### src/fvic_consts.vh
// Constants for the four-level vectored interrupt controller.
// Assumes an 8-bit register port and a single system clock.
`ifndef FVIC_CONSTS_VH
`define FVIC_CONSTS_VH

// ****************************************************************
// Register offsets
// ****************************************************************
`define FVIC_ADDR_EN_PRI 8'ha8
`define FVIC_ADDR_EN_SEC 8'he8
`define FVIC_ADDR_PRIO_LO 8'hb8
`define FVIC_ADDR_PRIO_HI 8'hb7
`define FVIC_ADDR_STATUS 8'hc0
`define FVIC_ADDR_SVC 8'hc1

// ****************************************************************
// Field positions
// ****************************************************************
`define FVIC_BIT_GLOBAL 7
`define FVIC_BIT_CNT_ARRAY 6
`define FVIC_BIT_TIMER2 5
`define FVIC_BIT_SERIAL 4
`define FVIC_BIT_TIMER1 3
`define FVIC_BIT_EXT1 2
`define FVIC_BIT_TIMER0 1
`define FVIC_BIT_EXT0 0
`define FVIC_BIT_CONV 1

// ****************************************************************
// Reset values
// ****************************************************************
`define FVIC_RST_EN_PRI 8'h00
`define FVIC_RST_EN_SEC 8'h00
`define FVIC_RST_PRIO 8'h00

// ****************************************************************
// Source indexes in polling order (0 polled first)
// ****************************************************************
`define FVIC_SRC_EXT0 0
`define FVIC_SRC_TIMER0 1
`define FVIC_SRC_EXT1 2
`define FVIC_SRC_TIMER1 3
`define FVIC_SRC_CNT_ARRAY 4
`define FVIC_SRC_SERIAL 5
`define FVIC_SRC_TIMER2 6
`define FVIC_SRC_CONV 7

// ****************************************************************
// Vector addresses
// ****************************************************************
`define FVIC_VEC_EXT0 16'h0003
`define FVIC_VEC_TIMER0 16'h000b
`define FVIC_VEC_EXT1 16'h0013
`define FVIC_VEC_TIMER1 16'h001b
`define FVIC_VEC_SERIAL 16'h0023
`define FVIC_VEC_TIMER2 16'h002b
`define FVIC_VEC_CNT_ARRAY 16'h0033
`define FVIC_VEC_CONV 16'h0043

`endif

### src/fvic_sync.v
// Two-stage synchroniser for a bus of asynchronous inputs.
// Assumes clk is the system clock; ce freezes the stages.
module fvic_sync #(
  parameter W = 2
) (
  // Clock and reset
  input wire clk,
  input wire rst,
  input wire ce,
  // Data
  input wire [W-1:0] d,
  output reg [W-1:0] q
);

  reg [W-1:0] meta_reg;

  always @(posedge clk or posedge rst) begin
    if (rst) begin
      meta_reg <= {W{1'b0}};
      q <= {W{1'b0}};
    end else if (ce) begin
      meta_reg <= d;
      q <= meta_reg;
    end
  end

endmodule // fvic_sync

### src/fvic_ctrl.v
// Four-level vectored interrupt controller for an 8-bit core.
// Assumes peripheral flags on clk, external pins asynchronous,
// and a core that acknowledges each vector and signals returns.
//
// Summary of operation
// - Eight sources: ext 0-1, timers 0-2, serial, counter array, converter.
// - A clear global enable blocks every source at once.
// - With global enable bit 7 set, each source follows its own enable.
// - Primary bits: array 6, t2 5, serial 4, t1 3, ext1 2, t0 1, ext0 0.
// - Secondary enable bit 1 permits the converter request.
// - Level is high bit and low bit: 00 lowest through 11 highest.
// - A handler is preempted only by a strictly higher level.
// - A level 3 handler is never preempted.
// - Of simultaneous requests the higher level is served first.
// - Equal levels go by fixed polling order, ext 0 first, converter last.
// - Vectors 0003h, 000Bh, 0013h, 001Bh, 0023h, 002Bh, 0033h, 0043h.
// - Primary enable resets to zero and allows single-bit writes.
// - The converter source is its end-of-conversion flag, set by hardware.
`include "fvic_consts.vh"

module fvic_ctrl (
  // Clock, reset, enable
  input wire clk,
  input wire rst,
  input wire ce,
  // Register port
  input wire [7:0] reg_addr,
  input wire [7:0] reg_wdata,
  input wire reg_wr,
  input wire reg_rd,
  input wire bit_wr,
  input wire [2:0] bit_sel,
  output reg [7:0] reg_rdata,
  // External request pins, asynchronous
  input wire ext_request_pin_0,
  input wire ext_request_pin_1,
  // Peripheral request flags, on clk
  input wire timer0_overflow_flag,
  input wire timer1_overflow_flag,
  input wire timer2_overflow_flag,
  input wire serial_receive_flag,
  input wire serial_transmit_flag,
  input wire counter_array_overflow_flag,
  input wire counter_array_module_flag,
  input wire conversion_done_flag,
  // Core side
  input wire irq_ack,
  input wire irq_return,
  output reg irq_req,
  output reg [15:0] irq_vector,
  output reg [2:0] irq_source,
  output reg [1:0] irq_level
);

  // ****************************************************************
  // Functions
  // ****************************************************************
  // Level from priority high and low bits
  function [1:0] prio_level;
    input hi;
    input lo;
    begin
      prio_level = {hi, lo};
    end
  endfunction

  // Vector for a source index
  function [15:0] src_vector;
    input [2:0] s;
    begin
      case (s)
        `FVIC_SRC_EXT0: src_vector = `FVIC_VEC_EXT0;
        `FVIC_SRC_TIMER0: src_vector = `FVIC_VEC_TIMER0;
        `FVIC_SRC_EXT1: src_vector = `FVIC_VEC_EXT1;
        `FVIC_SRC_TIMER1: src_vector = `FVIC_VEC_TIMER1;
        `FVIC_SRC_CNT_ARRAY: src_vector = `FVIC_VEC_CNT_ARRAY;
        `FVIC_SRC_SERIAL: src_vector = `FVIC_VEC_SERIAL;
        `FVIC_SRC_TIMER2: src_vector = `FVIC_VEC_TIMER2;
        default: src_vector = `FVIC_VEC_CONV;
      endcase
    end
  endfunction

  // Register update that honours byte and single-bit writes
  function [7:0] reg_write;
    input [7:0] old;
    input [7:0] wdata;
    input bw;
    input [2:0] sel;
    reg [7:0] mask;
    begin
      mask = 8'h01 << sel;
      if (bw) begin
        reg_write = (old & ~mask) | ({8{wdata[0]}} & mask);
      end else begin
        reg_write = wdata;
      end
    end
  endfunction

  // ****************************************************************
  // Registers
  // ****************************************************************
  reg [7:0] en_pri_reg;
  reg [7:0] en_sec_reg;
  reg [7:0] prio_lo_reg;
  reg [7:0] prio_hi_reg;
  reg [3:0] in_svc_reg;
  reg [7:0] flag_q_reg;

  wire [1:0] ext_sync;

  // ****************************************************************
  // Write selects: a byte or a single-bit write to one register
  // ****************************************************************
  wire any_wr = reg_wr | bit_wr;
  wire sel_pri = any_wr & (reg_addr == `FVIC_ADDR_EN_PRI);
  wire sel_sec = any_wr & (reg_addr == `FVIC_ADDR_EN_SEC);
  wire sel_plo = any_wr & (reg_addr == `FVIC_ADDR_PRIO_LO);
  wire sel_phi = any_wr & (reg_addr == `FVIC_ADDR_PRIO_HI);

  fvic_sync #(
    .W(2)
  ) u_ext_sync (
    .clk(clk),
    .rst(rst),
    .ce(ce),
    .d({ext_request_pin_1, ext_request_pin_0}),
    .q(ext_sync)
  );

  // ****************************************************************
  // Request flags, indexed in polling order
  // ****************************************************************
  wire [7:0] flags;
  assign flags[`FVIC_SRC_EXT0] = ext_sync[0];
  assign flags[`FVIC_SRC_TIMER0] = timer0_overflow_flag;
  assign flags[`FVIC_SRC_EXT1] = ext_sync[1];
  assign flags[`FVIC_SRC_TIMER1] = timer1_overflow_flag;
  assign flags[`FVIC_SRC_CNT_ARRAY] =
    counter_array_overflow_flag | counter_array_module_flag;
  assign flags[`FVIC_SRC_SERIAL] =
    serial_receive_flag | serial_transmit_flag;
  assign flags[`FVIC_SRC_TIMER2] = timer2_overflow_flag;
  assign flags[`FVIC_SRC_CONV] = conversion_done_flag;

  // Per-source enables, in polling order
  wire [7:0] src_en;
  assign src_en[`FVIC_SRC_EXT0] = en_pri_reg[`FVIC_BIT_EXT0];
  assign src_en[`FVIC_SRC_TIMER0] = en_pri_reg[`FVIC_BIT_TIMER0];
  assign src_en[`FVIC_SRC_EXT1] = en_pri_reg[`FVIC_BIT_EXT1];
  assign src_en[`FVIC_SRC_TIMER1] = en_pri_reg[`FVIC_BIT_TIMER1];
  assign src_en[`FVIC_SRC_CNT_ARRAY] = en_pri_reg[`FVIC_BIT_CNT_ARRAY];
  assign src_en[`FVIC_SRC_SERIAL] = en_pri_reg[`FVIC_BIT_SERIAL];
  assign src_en[`FVIC_SRC_TIMER2] = en_pri_reg[`FVIC_BIT_TIMER2];
  assign src_en[`FVIC_SRC_CONV] = en_sec_reg[`FVIC_BIT_CONV];

  wire global_irq_enable = en_pri_reg[`FVIC_BIT_GLOBAL];

  // Offered requests
  wire [7:0] offered =
    flags & src_en & {8{global_irq_enable}};

  // Level of each source, in polling order
  wire [15:0] src_lvl;
  assign src_lvl[1:0] = prio_level(prio_hi_reg[0], prio_lo_reg[0]);
  assign src_lvl[3:2] = prio_level(prio_hi_reg[1], prio_lo_reg[1]);
  assign src_lvl[5:4] = prio_level(prio_hi_reg[2], prio_lo_reg[2]);
  assign src_lvl[7:6] = prio_level(prio_hi_reg[3], prio_lo_reg[3]);
  assign src_lvl[9:8] = prio_level(prio_hi_reg[4], prio_lo_reg[4]);
  assign src_lvl[11:10] = prio_level(prio_hi_reg[5], prio_lo_reg[5]);
  assign src_lvl[13:12] = prio_level(prio_hi_reg[6], prio_lo_reg[6]);
  assign src_lvl[15:14] = prio_level(prio_hi_reg[7], prio_lo_reg[7]);

  // ****************************************************************
  // Arbitration
  // ****************************************************************
  reg [1:0] best_lvl;
  reg [2:0] best_src;
  reg best_vld;
  reg [1:0] lvl_i;
  reg [1:0] cur_lvl;
  reg cur_busy;
  integer i;

  always @* begin
    best_lvl = 2'b00;
    best_src = 3'd0;
    best_vld = 1'b0;
    lvl_i = 2'b00;
    // Strictly greater keeps the earlier polled source on ties
    for (i = 0; i < 8; i = i + 1) begin
      lvl_i = src_lvl[2*i +: 2];
      if (offered[i] && (!best_vld || lvl_i > best_lvl)) begin
        best_vld = 1'b1;
        best_lvl = lvl_i;
        best_src = i[2:0];
      end
    end
  end

  // Highest level now in service
  always @* begin
    cur_busy = |in_svc_reg;
    cur_lvl = 2'b00;
    if (in_svc_reg[3]) begin
      cur_lvl = 2'b11;
    end else if (in_svc_reg[2]) begin
      cur_lvl = 2'b10;
    end else if (in_svc_reg[1]) begin
      cur_lvl = 2'b01;
    end
  end

  // Only a strictly higher level may preempt; level 3 never loses
  wire can_take =
    best_vld && (!cur_busy || best_lvl > cur_lvl);

  // ****************************************************************
  // Register writes and in-service tracking
  // ****************************************************************
  reg [3:0] svc_next;
  wire taken = irq_ack & irq_req;

  always @* begin
    svc_next = in_svc_reg;
    // Release the top level on return
    if (irq_return) begin
      if (in_svc_reg[3]) begin
        svc_next[3] = 1'b0;
      end else if (in_svc_reg[2]) begin
        svc_next[2] = 1'b0;
      end else if (in_svc_reg[1]) begin
        svc_next[1] = 1'b0;
      end else begin
        svc_next[0] = 1'b0;
      end
    end
    // Acknowledge claims the offered level; set wins over release
    if (taken) begin
      svc_next[irq_level] = 1'b1;
    end
  end

  // Enable and priority registers
  always @(posedge clk or posedge rst) begin
    if (rst) begin
      en_pri_reg <= `FVIC_RST_EN_PRI;
    end else if (ce && sel_pri) begin
      en_pri_reg <= reg_write(en_pri_reg, reg_wdata, bit_wr,
        bit_sel);
    end
  end

  always @(posedge clk or posedge rst) begin
    if (rst) begin
      en_sec_reg <= `FVIC_RST_EN_SEC;
    end else if (ce && sel_sec) begin
      en_sec_reg <= reg_write(en_sec_reg, reg_wdata, bit_wr,
        bit_sel);
    end
  end

  always @(posedge clk or posedge rst) begin
    if (rst) begin
      prio_lo_reg <= `FVIC_RST_PRIO;
    end else if (ce && sel_plo) begin
      prio_lo_reg <= reg_write(prio_lo_reg, reg_wdata, bit_wr,
        bit_sel);
    end
  end

  always @(posedge clk or posedge rst) begin
    if (rst) begin
      prio_hi_reg <= `FVIC_RST_PRIO;
    end else if (ce && sel_phi) begin
      prio_hi_reg <= reg_write(prio_hi_reg, reg_wdata, bit_wr,
        bit_sel);
    end
  end

  // In-service levels and latched offered requests
  always @(posedge clk or posedge rst) begin
    if (rst) begin
      in_svc_reg <= 4'h0;
      flag_q_reg <= 8'h00;
    end else if (ce) begin
      in_svc_reg <= svc_next;
      flag_q_reg <= offered;
    end
  end

  // ****************************************************************
  // Core outputs
  // ****************************************************************
  always @(posedge clk or posedge rst) begin
    if (rst) begin
      irq_req <= 1'b0;
      irq_vector <= 16'h0000;
      irq_source <= 3'd0;
      irq_level <= 2'b00;
    end else if (ce) begin
      // Drop the request in the cycle after acknowledge
      if (taken) begin
        irq_req <= 1'b0;
      end else begin
        irq_req <= can_take;
        if (can_take) begin
          irq_vector <= src_vector(best_src);
          irq_source <= best_src;
          irq_level <= best_lvl;
        end
      end
    end
  end

  // ****************************************************************
  // Register read port
  // ****************************************************************
  always @(posedge clk or posedge rst) begin
    if (rst) begin
      reg_rdata <= 8'h00;
    end else if (ce) begin
      if (reg_rd) begin
        case (reg_addr)
          `FVIC_ADDR_EN_PRI: reg_rdata <= en_pri_reg;
          `FVIC_ADDR_EN_SEC: reg_rdata <= en_sec_reg;
          `FVIC_ADDR_PRIO_LO: reg_rdata <= prio_lo_reg;
          `FVIC_ADDR_PRIO_HI: reg_rdata <= prio_hi_reg;
          `FVIC_ADDR_STATUS: reg_rdata <= flag_q_reg;
          `FVIC_ADDR_SVC: reg_rdata <= {4'h0, in_svc_reg};
          default: reg_rdata <= 8'h00;
        endcase
      end else begin
        reg_rdata <= 8'h00;
      end
    end
  end

endmodule // fvic_ctrl

### config.mk
export PLATFORM = sky130hd
export DESIGN_NAME = fvic_ctrl
export DESIGN_NICKNAME = d
export VERILOG_FILES = /design/src/fvic_sync.v /design/src/fvic_ctrl.v
export VERILOG_INCLUDE_DIRS = /design/src /design/src/src
export SDC_FILE = /design/constraint.sdc
export NUM_CORES = 1
export LEC_CHECK = 0
export ABC_AREA = 1
export BUFFER_PORTS_ARGS = -buffer_cell sky130_fd_sc_hd__buf_2
export CORE_ASPECT_RATIO = 0.7
export CORE_MARGIN = 10
export CORE_UTILIZATION = 52
export CTS_CLUSTER_SIZE = 28
export DETAILED_ROUTE_END_ITERATION = 8
export GPL_TIMING_DRIVEN = 0
export HOLD_SLACK_MARGIN = 0.08
export PLACE_DENSITY_LB_ADDON = 0.15
export SETUP_SLACK_MARGIN = 0.2
export SYNTH_ARGS = -nofsm -noshare
export SYNTH_HDL_FRONTEND = slang
export SYNTH_SLANG_ARGS = --single-unit
export TNS_END_PERCENT = 50
### constraint.sdc
create_clock -name clk -period 8.2 [get_ports clk]
set_input_delay 0.41 -clock clk [delete_from_list [all_inputs] [get_ports clk]]
set_output_delay 0.41 -clock clk [all_outputs]
set_load 0.005 [all_outputs]
==> flow_summary.html, run 1 <==
<table>
<tr><th>Metric</th><th>Value</th></tr>
<tr><th colspan="2">Detailed routing</th></tr>
<tr><td>Drt pass-1 iters</td><td>7</td></tr>
<tr><td>First DRT Iteration DRCs</td><td>808</td></tr>
<tr><td>Per-cell routed wire length</td><td>23.1 um</td></tr>
<tr><td>Vias per std cell</td><td>6.14</td></tr>
<tr><td>Drt drc</td><td>0</td></tr>
<tr><td>DR vias</td><td>5310</td></tr>
<tr><td>Total Routed Length</td><td>20000 um</td></tr>
<tr><td>Remaining antenna violation count</td><td>0</td></tr>
<tr><th colspan="2">Timing</th></tr>
<tr><td>Max-slew violation count</td><td>0</td></tr>
<tr><td>Smallest hold slack</td><td>266 ps</td></tr>
<tr><td>Maximum clock skew at final layout</td><td>6.24 ps</td></tr>
<tr><td>Final-report setup violation count</td><td>11</td></tr>
<tr><td>Hold violation total from the final report</td><td>0</td></tr>
<tr><td>Post-route worst setup slack</td><td>-966 ps</td></tr>
<tr><td>Rel. slew slack</td><td>0.434</td></tr>
<tr><td>Worst-margin pin slew</td><td>849 ps</td></tr>
<tr><td>Final worst-path cycle share</td><td>1.12</td></tr>
<tr><td>Min cycle time layout</td><td>9170 ps</td></tr>
<tr><td>Setup repair after global routing missed its margin</td><td>yes</td></tr>
<tr><td>Maximum frequency from static timing analysis</td><td>109 MHz</td></tr>
<tr><th colspan="2">Setup path</th></tr>
<tr><td>CP Data Arrival Time</td><td>9390 ps</td></tr>
<tr><td>CP Capture Point</td><td>irq_vector[3]</td></tr>
<tr><td>Worst-path maximum fanout</td><td>6</td></tr>
<tr><td>Data required time at the worst endpoint</td><td>8420 ps</td></tr>
<tr><td>Most common cell type on the critical path</td><td>nand2_1</td></tr>
<tr><td>WS Path Type</td><td>reg -&gt; reg</td></tr>
<tr><td>Reg2reg setup slack</td><td>-970 ps</td></tr>
<tr><td>CP max stage cell</td><td>dfrtp_1</td></tr>
<tr><td>Startpoint Class</td><td>register</td></tr>
<tr><td>Type of element capturing the critical path</td><td>register</td></tr>
<tr><td>Reg-to-reg critical path endpoint</td><td>irq_vector[3]</td></tr>
<tr><td>Reg2reg path depth</td><td>68</td></tr>
<tr><td>CP max stage delay</td><td>350 ps</td></tr>
<tr><th colspan="2">Finish</th></tr>
<tr><td>Most common cell after layout, fill and taps aside</td><td>nand2_1</td></tr>
<tr><td>Antenna diode count</td><td>0</td></tr>
<tr><td>Fraction of layout cells with a size suffix above 1</td><td>0.419</td></tr>
<tr><td>Top library cells by usage in the layout, fill and taps aside</td><td>nand2_1, buf_4, inv_1</td></tr>
<tr><td>Synth-to-layout area growth</td><td>50.6%</td></tr>
<tr><td>Share of the core filled with cells in the final layout</td><td>0.813</td></tr>
<tr><td>Number of nets in the layout</td><td>813</td></tr>
<tr><th colspan="2">CTS</th></tr>
<tr><td>Register clock-pin slew on the reported worst setup and hold paths</td><td>60 ps</td></tr>
<tr><td>Clk sink count</td><td>67</td></tr>
<tr><td>Total CTS buffers</td><td>9</td></tr>
<tr><td>Clock tree from TritonCTS</td><td>yes</td></tr>
<tr><td>Clk Latency, worst-skew pair</td><td>340 ps</td></tr>
<tr><td>Hold buffer count at CTS</td><td>0</td></tr>
<tr><td>Level count of the clock H-tree</td><td>3</td></tr>
<tr><td>Cell at the root of the clock tree</td><td>clkbuf_16</td></tr>
<tr><td>Max Root-Sink Buffers</td><td>2</td></tr>
<tr><th colspan="2">Hold path</th></tr>
<tr><td>Hold/Removal Path Class</td><td>in -&gt; async</td></tr>
<tr><th colspan="2">Synth</th></tr>
<tr><td>Gate count of the mapped netlist</td><td>572</td></tr>
<tr><td>Dominant synthesized flop cell</td><td>dfrtp_1</td></tr>
<tr><td>Count of yosys warnings during synthesis</td><td>0</td></tr>
<tr><td>Number of synthesized flops with an enable pin</td><td>0</td></tr>
<tr><td>Number of distinct library cell variants in the gate-level netlist after synthesis</td><td>44</td></tr>
<tr><td>Sequential element share of the synthesized area</td><td>0.390</td></tr>
<tr><td>Fraction of registers with async set/reset</td><td>1.00</td></tr>
<tr><td>Average cell area after synthesis</td><td>7.52 um^2</td></tr>
<tr><td>Netlist area before placement</td><td>0.00430 mm^2</td></tr>
<tr><td>Number of flip-flops and latches in the synthesized netlist</td><td>67</td></tr>
<tr><th colspan="2">Run status</th></tr>
<tr><td>Run status</td><td>finished, violations left</td></tr>
<tr><td>Violated checks</td><td>negative setup slack</td></tr>
<tr><th colspan="2">Power and ir drop</th></tr>
<tr><td>Share of total power in the clock network</td><td>0.337</td></tr>
<tr><td>Share of total power in sequential cells</td><td>0.349</td></tr>
<tr><td>Switching Fraction</td><td>0.339</td></tr>
<tr><td>Switching pwr</td><td>0.000397 W</td></tr>
<tr><td>Max VDD drop</td><td>0.000122 V</td></tr>
<tr><td>Cell Int Power</td><td>0.000774 W</td></tr>
<tr><td>Part of the total power dissipated in combinational logic</td><td>0.314</td></tr>
<tr><td>LEAKAGE</td><td>3.49 nW</td></tr>
<tr><td>Total power per unit cell area</td><td>181 mW/mm^2</td></tr>
<tr><th colspan="2">Floorplanning</th></tr>
<tr><td>Die X-Extent</td><td>129 um</td></tr>
<tr><td>Initial Utilization</td><td>0.540</td></tr>
<tr><td>Core ar.</td><td>0.00797 mm^2</td></tr>
<tr><td>Site row count</td><td>27</td></tr>
<tr><td>Die area</td><td>0.0124 mm^2</td></tr>
<tr><td>Total I/O pin count</td><td>67</td></tr>
<tr><td>Floorplan die height</td><td>96.1 um</td></tr>
<tr><th colspan="2">Global routing</th></tr>
<tr><td>Maximum number of pins on one net before global-route repair</td><td>68</td></tr>
<tr><td>Number of global-route vias before repair</td><td>4800</td></tr>
<tr><td>Initial antenna violation count</td><td>0</td></tr>
<tr><td>Wire length of the first global-routing pass</td><td>25200 um</td></tr>
<tr><td>GRT Overall Usage</td><td>0.263</td></tr>
<tr><td>Total gr overflow</td><td>0</td></tr>
<tr><th colspan="2">Place</th></tr>
<tr><td>Final Wtd Congestion</td><td>0.947</td></tr>
<tr><td>Number of buffers inserted by port buffering</td><td>56</td></tr>
<tr><td>Half-perimeter wire length after detailed placement</td><td>9380 um</td></tr>
<tr><td>Placement-stage worst setup slack</td><td>-837 ps</td></tr>
<tr><th colspan="2">Run</th></tr>
<tr><td>Max-Cap Viols</td><td>0</td></tr>
</table>
worst min path at each step:
stage / endpoint / cells after the start / slack (ps)
after floorplan: u_ext_sync.meta_reg[0] / 2 / 440
after global placement: u_ext_sync.meta_reg[0] / 2 / 460
after detailed placement: reg_rdata[4] / 2 / 460
after CTS: u_ext_sync.meta_reg[0] / 3 / 270
after global routing: u_ext_sync.meta_reg[0] / 3 / 300
final: reg_rdata[6] / 2 / 270
power by group through the flow:
stage	Clock, W	Combinational [W]	Sequential [W]
floorplan	0	0.000141	0.000399
global placement	0	0.000209	0.000402
detailed placement	0	0.000216	0.000404
CTS	0.000391	0.000286	0.000401
global route	0.000406	0.000390	0.000410
finish	0.000395	0.000367	0.000409
logic make-up after synthesis:
| logic type | after synthesis | synth area share |
|---|---|---|
| AOI/OAI and AO/OA | 96 | 0.134 |
| adders and majority gates | 16 | 0.0465 |
| buffers and inverters | 113 | 0.111 |
| DFF | 67 | 0.390 |
| muxes | 10 | 0.0233 |
| other | 1 | 0.000871 |
| and+or+nand+nor | 269 | 0.294 |
synth_stat cells, types with 5 or more instances:
master      n  area share
buf_4      12       0.021
o22ai_1     7       0.010
a31oi_1    11       0.016
or2_2      10       0.015
inv_2       5      0.0044
ha_1       16       0.047
o21ai_0    40       0.047
nor2_1     22       0.019
dfrtp_1    67        0.39
clkbuf_1    5      0.0044
inv_1      87       0.076
mux2i_1    10       0.023
nand4_1     5      0.0073
nor3_1      8      0.0093
nand3_1    28       0.033
and2_1      6      0.0087
a21boi_0    6       0.010
a21oi_1    15       0.017
nand2_1   168        0.15
critical path, delay by kind of cell (launching register included):
kind,cells,cell delay [ps]
DFF,1,350
adders and majority gates,8,2040
buffers and inverters,12,1180
AOI/OAI and AO/OA,12,1430
and+or+nand+nor,36,4030
metrics by stage:
step	total power (W)	setup TNS, ps	cell area (um^2)	std cells
6_report	0.00117	-9620	6480	865
4_1_cts	0.00108	0	5940	848
2_1_floorplan	0.000540	0	4350	581
5_1_grt	0.00121	-12350	6480	865
3_5_place_dp	0.000621	-8460	4760	738
3_3_place_gp	0.000611	-5410	4750	738
routing by layer:
layer | track usage | vias to the layer above | share of wire
met1 | 0.325 | 2431 | 0.36
met4 | 0.165 | 0 | 0.087
met2 | 0.409 | 506 | 0.42
met3 | 0.0643 | 174 | 0.13
li1 | - | 2199 | -
met5 | 0 | - | 0
cell type report:
cell class                 count  area, um^2
multi-input combinational    401        2660
sequential                    67        1680
fill                         459        1490
timing repair buffer         168        1210
inverter                      93         369
clock buffer                  13         260
buffer                        20         138
tap                          101         126
clock inverter                 2        35.0
repair_timing:
action / in CTS / in global routing
resized for setup: 55 / 91
pin swaps: 36 / 56
endpoints found under the setup margin: 11 / 11
cloned: 1 / 0
setup buffers: 94 / 17
No activity file was read; power rests on OpenSTA's default activity.
==> run 2: changes to the inputs <==
Settings changed: BUFFER_PORTS_ARGS -buffer_cell sky130_fd_sc_hd__buf_2 to -buffer_cell sky130_fd_sc_hd__buf_4, RECOVER_POWER from default to 25.
==> run 2 against run 1 <==
Net effect: the flow finishes with violations (design-rule violations, max-capacitance violations, max-slew violations, negative setup slack); flip-flop and latch count unchanged; clock power up 9.4%; worst hold slack better by 4.5 ps; combinational power up 7.6%; critical path type unchanged.
==> flow_summary.html, run 2 (synthesis results as in run 1) <==
<table>
<tr><th>Metric</th><th>Value</th></tr>
<tr><th colspan="2">Run status</th></tr>
<tr><td>Run status</td><td>finished, violations left (unchanged)</td></tr>
<tr><td>Violated checks</td><td>design-rule violations, max-capacitance violations, max-slew violations, negative setup slack (was negative setup slack)</td></tr>
<tr><th colspan="2">Floorplanning</th></tr>
<tr><td>Die area</td><td>0.0124 mm^2 (unchanged)</td></tr>
<tr><td>Floorplan die height</td><td>96.1 um (unchanged)</td></tr>
<tr><td>Site row count</td><td>27 (unchanged)</td></tr>
<tr><td>Core ar.</td><td>0.00797 mm^2 (unchanged)</td></tr>
<tr><td>Total I/O pin count</td><td>67 (unchanged)</td></tr>
<tr><td>Die X-Extent</td><td>129 um (unchanged)</td></tr>
<tr><td>Initial Utilization</td><td>0.540 (unchanged)</td></tr>
<tr><th colspan="2">Finish</th></tr>
<tr><td>Top library cells by usage in the layout, fill and taps aside</td><td>buf_4, nand2_1, inv_1 (was nand2_1, buf_4, inv_1)</td></tr>
<tr><td>Antenna diode count</td><td>0 (unchanged)</td></tr>
<tr><td>Filler-free cell count of the finished design</td><td>855 (was 865)</td></tr>
<tr><td>Share of the core filled with cells in the final layout</td><td>0.832 (was 0.813)</td></tr>
<tr><td>Fill cell count</td><td>423 (was 459)</td></tr>
<tr><td>Number of nets in the layout</td><td>802 (was 813)</td></tr>
<tr><td>Fraction of layout cells with a size suffix above 1</td><td>0.424 (was 0.419)</td></tr>
<tr><td>Post-route standard cell area excluding fillers</td><td>0.00663 mm^2 (was 0.00648 mm^2)</td></tr>
<tr><td>Most common cell after layout, fill and taps aside</td><td>buf_4 (was nand2_1)</td></tr>
<tr><td>Synth-to-layout area growth</td><td>54.1% (was 50.6%)</td></tr>
<tr><th colspan="2">Setup path</th></tr>
<tr><td>WS Path Type</td><td>reg -&gt; reg (unchanged)</td></tr>
<tr><td>Worst Path Buf+Inv</td><td>12 (unchanged)</td></tr>
<tr><td>CP max stage cell</td><td>dfrtp_1 (unchanged)</td></tr>
<tr><td>Startpoint Class</td><td>register (unchanged)</td></tr>
<tr><td>CP max stage delay</td><td>440 ps (was 350 ps)</td></tr>
<tr><td>Type of element capturing the critical path</td><td>register (unchanged)</td></tr>
<tr><td>Data required time at the worst endpoint</td><td>8420 ps (about the same)</td></tr>
<tr><td>Worst-path maximum fanout</td><td>5 (was 6)</td></tr>
<tr><td>CP Data Arrival Time</td><td>9760 ps (was 9390 ps)</td></tr>
<tr><td>Most common cell type on the critical path</td><td>nand2_4 (was nand2_1)</td></tr>
<tr><td>Depth of the critical timing path with buffers and inverters included</td><td>69 (was 68)</td></tr>
<tr><td>Reg2reg path depth</td><td>69 (was 68)</td></tr>
<tr><td>Kind of cell with the highest combined delay on the critical path</td><td>simple AND/OR/NAND/NOR gates (unchanged)</td></tr>
<tr><th colspan="2">Place</th></tr>
<tr><td>Half-perimeter wire length after detailed placement</td><td>9590 um (was 9380 um)</td></tr>
<tr><td>Final Wtd Congestion</td><td>0.980 (was 0.947)</td></tr>
<tr><td>Number of buffers inserted by port buffering</td><td>56 (unchanged)</td></tr>
<tr><td>Placement-stage worst setup slack</td><td>-804 ps (was -837 ps)</td></tr>
<tr><td>Placed Cells</td><td>738 (unchanged)</td></tr>
<tr><td>Post-Place Cell Area</td><td>0.00490 mm^2 (was 0.00476 mm^2)</td></tr>
<tr><th colspan="2">Power and ir drop</th></tr>
<tr><td>Share of total power in the clock network</td><td>0.350 (was 0.337)</td></tr>
<tr><td>Part of the total power dissipated in combinational logic</td><td>0.320 (was 0.314)</td></tr>
<tr><td>Total power per unit cell area</td><td>187 mW/mm^2 (was 181 mW/mm^2)</td></tr>
<tr><td>Max VDD drop</td><td>0.000126 V (was 0.000122 V)</td></tr>
<tr><td>Share of total power in sequential cells</td><td>0.331 (was 0.349)</td></tr>
<tr><td>Switching pwr</td><td>0.000416 W (was 0.000397 W)</td></tr>
<tr><td>LEAKAGE</td><td>3.52 nW (was 3.49 nW)</td></tr>
<tr><td>Switching Fraction</td><td>0.336 (was 0.339)</td></tr>
<tr><td>Cell Int Power</td><td>0.000821 W (was 0.000774 W)</td></tr>
<tr><th colspan="2">Global routing</th></tr>
<tr><td>GRT Overall Usage</td><td>0.263 (about the same)</td></tr>
<tr><td>Wire length of the first global-routing pass</td><td>25200 um (about the same)</td></tr>
<tr><td>Number of global-route vias before repair</td><td>4763 (was 4800)</td></tr>
<tr><td>Initial antenna violation count</td><td>0 (unchanged)</td></tr>
<tr><td>Total gr overflow</td><td>0 (unchanged)</td></tr>
<tr><td>Maximum number of pins on one net before global-route repair</td><td>68 (unchanged)</td></tr>
<tr><th colspan="2">Timing</th></tr>
<tr><td>Final-report setup violation count</td><td>11 (unchanged)</td></tr>
<tr><td>Max-slew violation count</td><td>68 (was 0)</td></tr>
<tr><td>Rel. slew slack</td><td>-1.03 (was 0.434)</td></tr>
<tr><td>Maximum frequency from static timing analysis</td><td>105 MHz (was 109 MHz)</td></tr>
<tr><td>Final worst-path cycle share</td><td>1.16 (was 1.12)</td></tr>
<tr><td>Setup repair after global routing missed its margin</td><td>yes (unchanged)</td></tr>
<tr><td>Min cycle time layout</td><td>9540 ps (was 9170 ps)</td></tr>
<tr><td>Worst-margin pin slew</td><td>3020 ps (was 849 ps)</td></tr>
<tr><td>Smallest hold slack</td><td>271 ps (was 266 ps)</td></tr>
<tr><td>Post-route worst setup slack</td><td>-1340 ps (was -966 ps)</td></tr>
<tr><td>Hold violation total from the final report</td><td>0 (unchanged)</td></tr>
<tr><td>Maximum clock skew at final layout</td><td>4.42 ps (was 6.24 ps)</td></tr>
<tr><th colspan="2">CTS</th></tr>
<tr><td>Clock tree from TritonCTS</td><td>yes (unchanged)</td></tr>
<tr><td>Level count of the clock H-tree</td><td>3 (unchanged)</td></tr>
<tr><td>Cell at the root of the clock tree</td><td>clkbuf_16 (unchanged)</td></tr>
<tr><td>Clk Latency, worst-skew pair</td><td>350 ps (was 340 ps)</td></tr>
<tr><td>Hold buffer count at CTS</td><td>0 (unchanged)</td></tr>
<tr><td>Register clock-pin slew on the reported worst setup and hold paths</td><td>50 ps (was 60 ps)</td></tr>
<tr><td>Max Root-Sink Buffers</td><td>2 (unchanged)</td></tr>
<tr><td>Total CTS buffers</td><td>9 (unchanged)</td></tr>
<tr><td>Clk sink count</td><td>67 (unchanged)</td></tr>
<tr><th colspan="2">Detailed routing</th></tr>
<tr><td>Drt drc</td><td>1 (was 0)</td></tr>
<tr><td>Drt pass-1 iters</td><td>9 (was 7)</td></tr>
<tr><td>First DRT Iteration DRCs</td><td>825 (was 808)</td></tr>
<tr><td>DR vias</td><td>5382 (was 5310)</td></tr>
<tr><td>Remaining antenna violation count</td><td>0 (unchanged)</td></tr>
<tr><td>Per-cell routed wire length</td><td>24.4 um (was 23.1 um)</td></tr>
<tr><td>Vias per std cell</td><td>6.29 (was 6.14)</td></tr>
<tr><td>Total Routed Length</td><td>20900 um (was 20000 um)</td></tr>
<tr><th colspan="2">Run</th></tr>
<tr><td>Max-Cap Viols</td><td>1 (was 0)</td></tr>
<tr><th colspan="2">Hold path</th></tr>
<tr><td>Hold/Removal Path Class</td><td>in -&gt; reg (was in -&gt; async)</td></tr>
<tr><td>Worst Hold Depth</td><td>3</td></tr>
</table>
==> run 2: cell types whose count changed in the layout (fill, tap and decap cells not counted), moves of 3 or more <==
cell / change
buf_2: -55
buf_4: +41
nand2_1: -7
nand2_4: +6
buf_6: +3
ha_1: -3
ha_4: +3
==> run 2: worst paths after layout <==
| path | startpoint | end | slack (ps) |
|---|---|---|---|
| max | u_ext_sync.q[0] | irq_vector[3] | -1340 |
| min | ext_request_pin_0 | u_ext_sync.meta_reg[0] | 270 |
| max reg2reg | u_ext_sync.q[0] | irq_vector[3] | -1340 |
| min reg2reg | u_ext_sync.meta_reg[0] | u_ext_sync.meta_reg[0] | 480 |
| max in group asynchronous | rst | asynchronous set/reset pin | 5740 |
| min in group asynchronous | rst | reg_rdata[7] | 940 |
==> run 2: tightest hold or removal path: stages <==
cell and delay, ps:
buf_4 80, nand2_1 40, nand2_1 50
==> run 2: cell type report <==
| class | instances | area, um^2 | share of cell area |
|---|---|---|---|
| multi-input combinational | 401 | 2730 | 0.411 |
| sequential | 67 | 1680 | 0.253 |
| timing repair buffer | 157 | 1270 | 0.192 |
| inverter | 93 | 365 | 0.0551 |
| clock buffer | 12 | 256 | 0.0387 |
| buffer | 20 | 134 | 0.0202 |
| tap | 101 | 126 | 0.0191 |
| clock inverter | 4 | 72.6 | 0.0109 |
==> run 2: timing repair <==
item / CTS / global route
gates resized for setup: 62 / 98
cloned: 2 / 0
pin swaps: 47 / 52
endpoints found under the setup margin: 11 / 11
setup buffers: 81 / 18
==> run 2: layer usage <==
metal,share of wire,track usage
met5,0,0
met4,0.087,0.142
met3,0.14,0.0621
met2,0.42,0.422
met1,0.35,0.326
==> run 2: power groups by stage <==
| stage | combinational, W | sequential [W] | clock [W] |
|---|---|---|---|
| 3_3_place_gp | 0.000226 | 0.000403 | 0 |
| 2_1_floorplan | 0.000141 | 0.000399 | 0 |
| 5_1_grt | 0.000414 | 0.000411 | 0.000442 |
| 6_report | 0.000395 | 0.000409 | 0.000432 |
| 3_5_place_dp | 0.000235 | 0.000405 | 0 |
| 4_1_cts | 0.000295 | 0.000400 | 0.000430 |
==> run 2: per-stage QoR <==
step	power, W	TNS (ps)
final	0.00124	-13310
after global routing	0.00127	-14130
after CTS	0.00112	0
after detailed placement	0.000640	-7970
after global placement	0.000629	-5350
after floorplan	0.000540	0
==> run 3: changes to the inputs <==
--- a/config.mk
+++ b/config.mk
@@ -8,3 +8,3 @@
 export LEC_CHECK = 0
-export ABC_AREA = 1
+export ABC_CLOCK_PERIOD_IN_PS = 8200
 export BUFFER_PORTS_ARGS = -buffer_cell sky130_fd_sc_hd__buf_4
==> constraint.sdc (replaced) <==
create_clock -name clk -period 8.2 [get_ports clk]
set_input_delay 1.23 -clock clk [delete_from_list [all_inputs] [get_ports clk]]
set_output_delay 1.23 -clock clk [all_outputs]
set_load 0.005 [all_outputs]
==> run 3 against run 2 <==
Net effect: the run ends with max-capacitance violations, max-slew violations, negative setup slack left; setup slack improved by 65 ps; die area rose by 0.42%; clock power fell by 11%; worst hold slack improved by 220 ps; cell count fell by 21%; design area fell by 12%; critical path type unchanged; highest routed layer unchanged.
==> flow_summary.html, run 3 <==
<table>
<tr><th>Metric</th><th>Value</th></tr>
<tr><th colspan="2">Timing</th></tr>
<tr><td>Rel. slew slack</td><td>-1.02 (was -1.03)</td></tr>
<tr><td>Maximum frequency from static timing analysis</td><td>106 MHz (was 105 MHz)</td></tr>
<tr><td>Final-report setup violation count</td><td>11 (unchanged)</td></tr>
<tr><td>Max-slew violation count</td><td>68 (unchanged)</td></tr>
<tr><td>Maximum clock skew at final layout</td><td>5.91 ps (was 4.42 ps)</td></tr>
<tr><td>Min cycle time layout</td><td>9480 ps (was 9540 ps)</td></tr>
<tr><td>Hold violation total from the final report</td><td>0 (unchanged)</td></tr>
<tr><td>Setup repair after global routing missed its margin</td><td>yes (unchanged)</td></tr>
<tr><td>Post-route worst setup slack</td><td>-1280 ps (was -1340 ps)</td></tr>
<tr><td>Worst-margin pin slew</td><td>3010 ps (was 3020 ps)</td></tr>
<tr><td>Final worst-path cycle share</td><td>1.16 (about the same)</td></tr>
<tr><th colspan="2">Setup path</th></tr>
<tr><td>Worst-path maximum fanout</td><td>7 (was 5)</td></tr>
<tr><td>Startpoint Class</td><td>register (unchanged)</td></tr>
<tr><td>Reg2reg setup slack</td><td>-1280 ps (was -1340 ps)</td></tr>
<tr><td>CP max stage cell</td><td>dfrtp_1 (unchanged)</td></tr>
<tr><td>Reg-to-reg critical path endpoint</td><td>irq_source[0] (was irq_vector[3])</td></tr>
<tr><td>CP max stage delay</td><td>360 ps (was 440 ps)</td></tr>
<tr><td>Data required time at the worst endpoint</td><td>8430 ps (was 8420 ps)</td></tr>
<tr><td>CP Data Arrival Time</td><td>9710 ps (was 9760 ps)</td></tr>
<tr><td>Reg2reg path depth</td><td>55 (was 69)</td></tr>
<tr><td>Type of element capturing the critical path</td><td>register (unchanged)</td></tr>
<tr><td>Most common cell type on the critical path</td><td>nor2b_4 (was nand2_4)</td></tr>
<tr><td>WS Path Type</td><td>reg -&gt; reg (unchanged)</td></tr>
<tr><th colspan="2">Detailed routing</th></tr>
<tr><td>Remaining antenna violation count</td><td>0 (unchanged)</td></tr>
<tr><td>Per-cell routed wire length</td><td>19.1 um (was 24.4 um)</td></tr>
<tr><td>First DRT Iteration DRCs</td><td>315 (was 825)</td></tr>
<tr><td>Detailed-routing wirelength on met1</td><td>5800 um (was 7260 um)</td></tr>
<tr><td>Drt pass-1 iters</td><td>5 (was 9)</td></tr>
<tr><td>Highest routed layer</td><td>met4 (unchanged)</td></tr>
<tr><td>Drt drc</td><td>0 (was 1)</td></tr>
<tr><td>Total Routed Length</td><td>12900 um (was 20900 um)</td></tr>
<tr><td>WL met3</td><td>958 um (was 3020 um)</td></tr>
<tr><td>Detailed-routed wire length on met2</td><td>6050 um (was 8760 um)</td></tr>
<tr><td>DR vias</td><td>3981 (was 5382)</td></tr>
<tr><td>Vias per std cell</td><td>5.90 (was 6.29)</td></tr>
<tr><th colspan="2">Finish</th></tr>
<tr><td>Fraction of layout cells with a size suffix above 1</td><td>0.406 (was 0.424)</td></tr>
<tr><td>Antenna diode count</td><td>0 (unchanged)</td></tr>
<tr><td>Share of the core filled with cells in the final layout</td><td>0.734 (was 0.832)</td></tr>
<tr><td>Synth-to-layout area growth</td><td>35.2% (was 54.1%)</td></tr>
<tr><td>Top library cells by usage in the layout, fill and taps aside</td><td>buf_4, dfrtp_1, nand2_1 (was buf_4, nand2_1, inv_1)</td></tr>
<tr><td>Most common cell after layout, fill and taps aside</td><td>buf_4 (unchanged)</td></tr>
<tr><td>Number of nets in the layout</td><td>622 (was 802)</td></tr>
<tr><th colspan="2">CTS</th></tr>
<tr><td>Hold buffer count at CTS</td><td>0 (unchanged)</td></tr>
<tr><td>Clk sink count</td><td>67 (unchanged)</td></tr>
<tr><td>Clock tree from TritonCTS</td><td>yes (unchanged)</td></tr>
<tr><td>Max Root-Sink Buffers</td><td>2 (unchanged)</td></tr>
<tr><td>Register clock-pin slew on the reported worst setup and hold paths</td><td>60 ps (was 50 ps)</td></tr>
<tr><td>Level count of the clock H-tree</td><td>3 (unchanged)</td></tr>
<tr><td>Clk Latency, worst-skew pair</td><td>340 ps (was 350 ps)</td></tr>
<tr><td>Total CTS buffers</td><td>9 (unchanged)</td></tr>
<tr><td>Cell at the root of the clock tree</td><td>clkbuf_16 (unchanged)</td></tr>
<tr><th colspan="2">Global routing</th></tr>
<tr><td>Initial antenna violation count</td><td>0 (unchanged)</td></tr>
<tr><td>GRT Overall Usage</td><td>0.203 (was 0.263)</td></tr>
<tr><td>Wire length of the first global-routing pass</td><td>20000 um (was 25200 um)</td></tr>
<tr><td>Total gr overflow</td><td>0 (unchanged)</td></tr>
<tr><td>Maximum number of pins on one net before global-route repair</td><td>68 (unchanged)</td></tr>
<tr><td>Number of global-route vias before repair</td><td>3908 (was 4763)</td></tr>
<tr><th colspan="2">Power and ir drop</th></tr>
<tr><td>Share of total power in the clock network</td><td>0.438 (was 0.350)</td></tr>
<tr><td>Final total power</td><td>0.000877 W (was 0.00124 W)</td></tr>
<tr><td>Max VDD drop</td><td>0.000117 V (was 0.000126 V)</td></tr>
<tr><td>Switching Fraction</td><td>0.252 (was 0.336)</td></tr>
<tr><td>Cell Int Power</td><td>0.000656 W (was 0.000821 W)</td></tr>
<tr><td>Total power per unit cell area</td><td>150 mW/mm^2 (was 187 mW/mm^2)</td></tr>
<tr><td>Switching pwr</td><td>0.000221 W (was 0.000416 W)</td></tr>
<tr><td>LEAKAGE</td><td>2.73 nW (was 3.52 nW)</td></tr>
<tr><td>Part of the total power dissipated in combinational logic</td><td>0.156 (was 0.320)</td></tr>
<tr><td>Share of total power in sequential cells</td><td>0.406 (was 0.331)</td></tr>
<tr><th colspan="2">Floorplanning</th></tr>
<tr><td>Initial Utilization</td><td>0.543 (was 0.540)</td></tr>
<tr><td>Total I/O pin count</td><td>67 (unchanged)</td></tr>
<tr><td>Die X-Extent</td><td>129 um (about the same)</td></tr>
<tr><td>Site row count</td><td>27 (unchanged)</td></tr>
<tr><td>Die area</td><td>0.0124 mm^2 (about the same)</td></tr>
<tr><td>Floorplan die height</td><td>96.3 um (was 96.1 um)</td></tr>
<tr><td>Core ar.</td><td>0.00797 mm^2 (unchanged)</td></tr>
<tr><th colspan="2">Hold path</th></tr>
<tr><td>Worst Hold Depth</td><td>2 (was 3)</td></tr>
<tr><td>Hold/Removal Path Class</td><td>reg -&gt; reg (was in -&gt; reg)</td></tr>
<tr><td>Hold Crit Start</td><td>irq_vector[3] (was ext_request_pin_0)</td></tr>
<tr><td>Worst Hold End</td><td>irq_vector[3] (was u_ext_sync.meta_reg[0])</td></tr>
<tr><th colspan="2">Place</th></tr>
<tr><td>Half-perimeter wire length after detailed placement</td><td>8920 um (was 9590 um)</td></tr>
<tr><td>Number of buffers inserted by port buffering</td><td>51 (was 56)</td></tr>
<tr><td>Final Wtd Congestion</td><td>0.856 (was 0.980)</td></tr>
<tr><th colspan="2">Synth</th></tr>
<tr><td>Sequential element share of the synthesized area</td><td>0.388 (was 0.390)</td></tr>
<tr><td>Commonest cells post-synth</td><td>dfrtp_1, nand2_1, mux2_2 (was nand2_1, inv_1, dfrtp_1)</td></tr>
<tr><td>Count of yosys warnings during synthesis</td><td>0 (unchanged)</td></tr>
<tr><td>Gate count of the mapped netlist</td><td>463 (was 572)</td></tr>
<tr><td>Number of distinct library cell variants in the gate-level netlist after synthesis</td><td>63 (was 44)</td></tr>
<tr><td>Dominant cell by count in the synthesized netlist</td><td>dfrtp_1 (was nand2_1)</td></tr>
<tr><td>Netlist area before placement</td><td>0.00433 mm^2 (was 0.00430 mm^2)</td></tr>
<tr><td>Biggest area contributors in the synthesized netlist</td><td>dfrtp_1, mux2_2, nand2_1 (was dfrtp_1, nand2_1, inv_1)</td></tr>
<tr><td>Number of flip-flops and latches in the synthesized netlist</td><td>67 (unchanged)</td></tr>
<tr><td>Area leader, netlist</td><td>dfrtp_1 (unchanged)</td></tr>
<tr><td>Average cell area after synthesis</td><td>9.34 um^2 (was 7.52 um^2)</td></tr>
<tr><td>Fraction of registers with async set/reset</td><td>1.00 (unchanged)</td></tr>
<tr><td>Fraction of synthesized cell area taken by the top area cell type</td><td>0.388 (was 0.390)</td></tr>
<tr><td>Number of synthesized flops with an enable pin</td><td>0 (unchanged)</td></tr>
<tr><td>Dominant synthesized flop cell</td><td>dfrtp_1 (unchanged)</td></tr>
<tr><th colspan="2">Run status</th></tr>
<tr><td>Run status</td><td>finished, violations left (unchanged)</td></tr>
<tr><td>Violated checks</td><td>max-capacitance violations, max-slew violations, negative setup slack (was design-rule violations, max-capacitance violations, max-slew violations, negative setup slack)</td></tr>
<tr><th colspan="2">Run</th></tr>
<tr><td>Max-Cap Viols</td><td>1 (unchanged)</td></tr>
</table>
[run 3: per-stage QoR]
| step | cells | setup WS [ps] | TNS (ps) | hold WS, ps | area (um^2) |
|---|---|---|---|---|---|
| 4_1_cts | 666 | -1470 | -15440 | 487 | 5640 |
| 2_1_floorplan | 472 | -1150 | -11550 | 470 | 4450 |
| 3_3_place_gp | 624 | -2120 | -22150 | 471 | 4960 |
| 6_report | 675 | -1280 | -13290 | 492 | 5850 |
| 5_1_grt | 675 | -1660 | -17490 | 513 | 5850 |
| 3_5_place_dp | 624 | -2390 | -25080 | 474 | 4960 |
[run 3: logic make-up (layout without fill, tap and decap cells)]
logic type,Yosys count,count (layout),share of synthesized area
and+or+nand+nor,165,165,0.190
AOI/OAI and AO/OA,101,101,0.172
DFF,67,67,0.388
buffers and inverters,60,162,0.0671
muxes,53,53,0.136
adders and majority gates,16,16,0.0463
other,1,10,0.000867
[run 3: power by group through the flow]
stage	Sequential, W	Combinational (W)	Clock, W
after floorplan	0.000358	0.0000680	0
after global placement	0.000360	0.000109	0
after detailed placement	0.000361	0.000113	0
after CTS	0.000355	0.000125	0.000388
after global routing	0.000357	0.000148	0.000400
final	0.000356	0.000137	0.000384
[run 3: metal layers]
metal	GRT usage	up-vias
li1	-	1837
met1	0.266	1976
met2	0.327	159
met3	0.0538	9
met4	0.0528	0
met5	0	-
[run 3: timing repair]
item,CTS,global route
resized for setup,30,23
setup endpoints to repair,11,11
pin swaps,35,34
setup buffers,26,9
[run 3: layout make-up]
class | count | area [um^2]
repair buffers | 86 | 657
flip-flops and latches | 67 | 1680
clock inverters | 5 | 52.6
fillers | 577 | 2120
clock buffers | 11 | 243
well taps | 101 | 126
multi-input cells | 345 | 2800
plain buffers | 26 | 169
inverters | 34 | 129
[run 3: worst max-delay path by stage]
stage                         end  slack (ps)
floorplan           irq_source[0]       -1150
global placement    irq_source[0]       -2120
detailed placement  irq_source[0]       -2390
CTS                 irq_source[0]       -1470
global route        irq_source[0]       -1660
finish              irq_source[0]       -1280
[run 3: worst max-delay path, delay by kind of cell (launching register included)]
kind	cells	cell delay, ps
adders and majority gates	8	1980
AOI/OAI and AO/OA	23	3500
buffers and inverters	4	520
and+or+nand+nor	19	2730
muxes	1	230
DFF	1	360
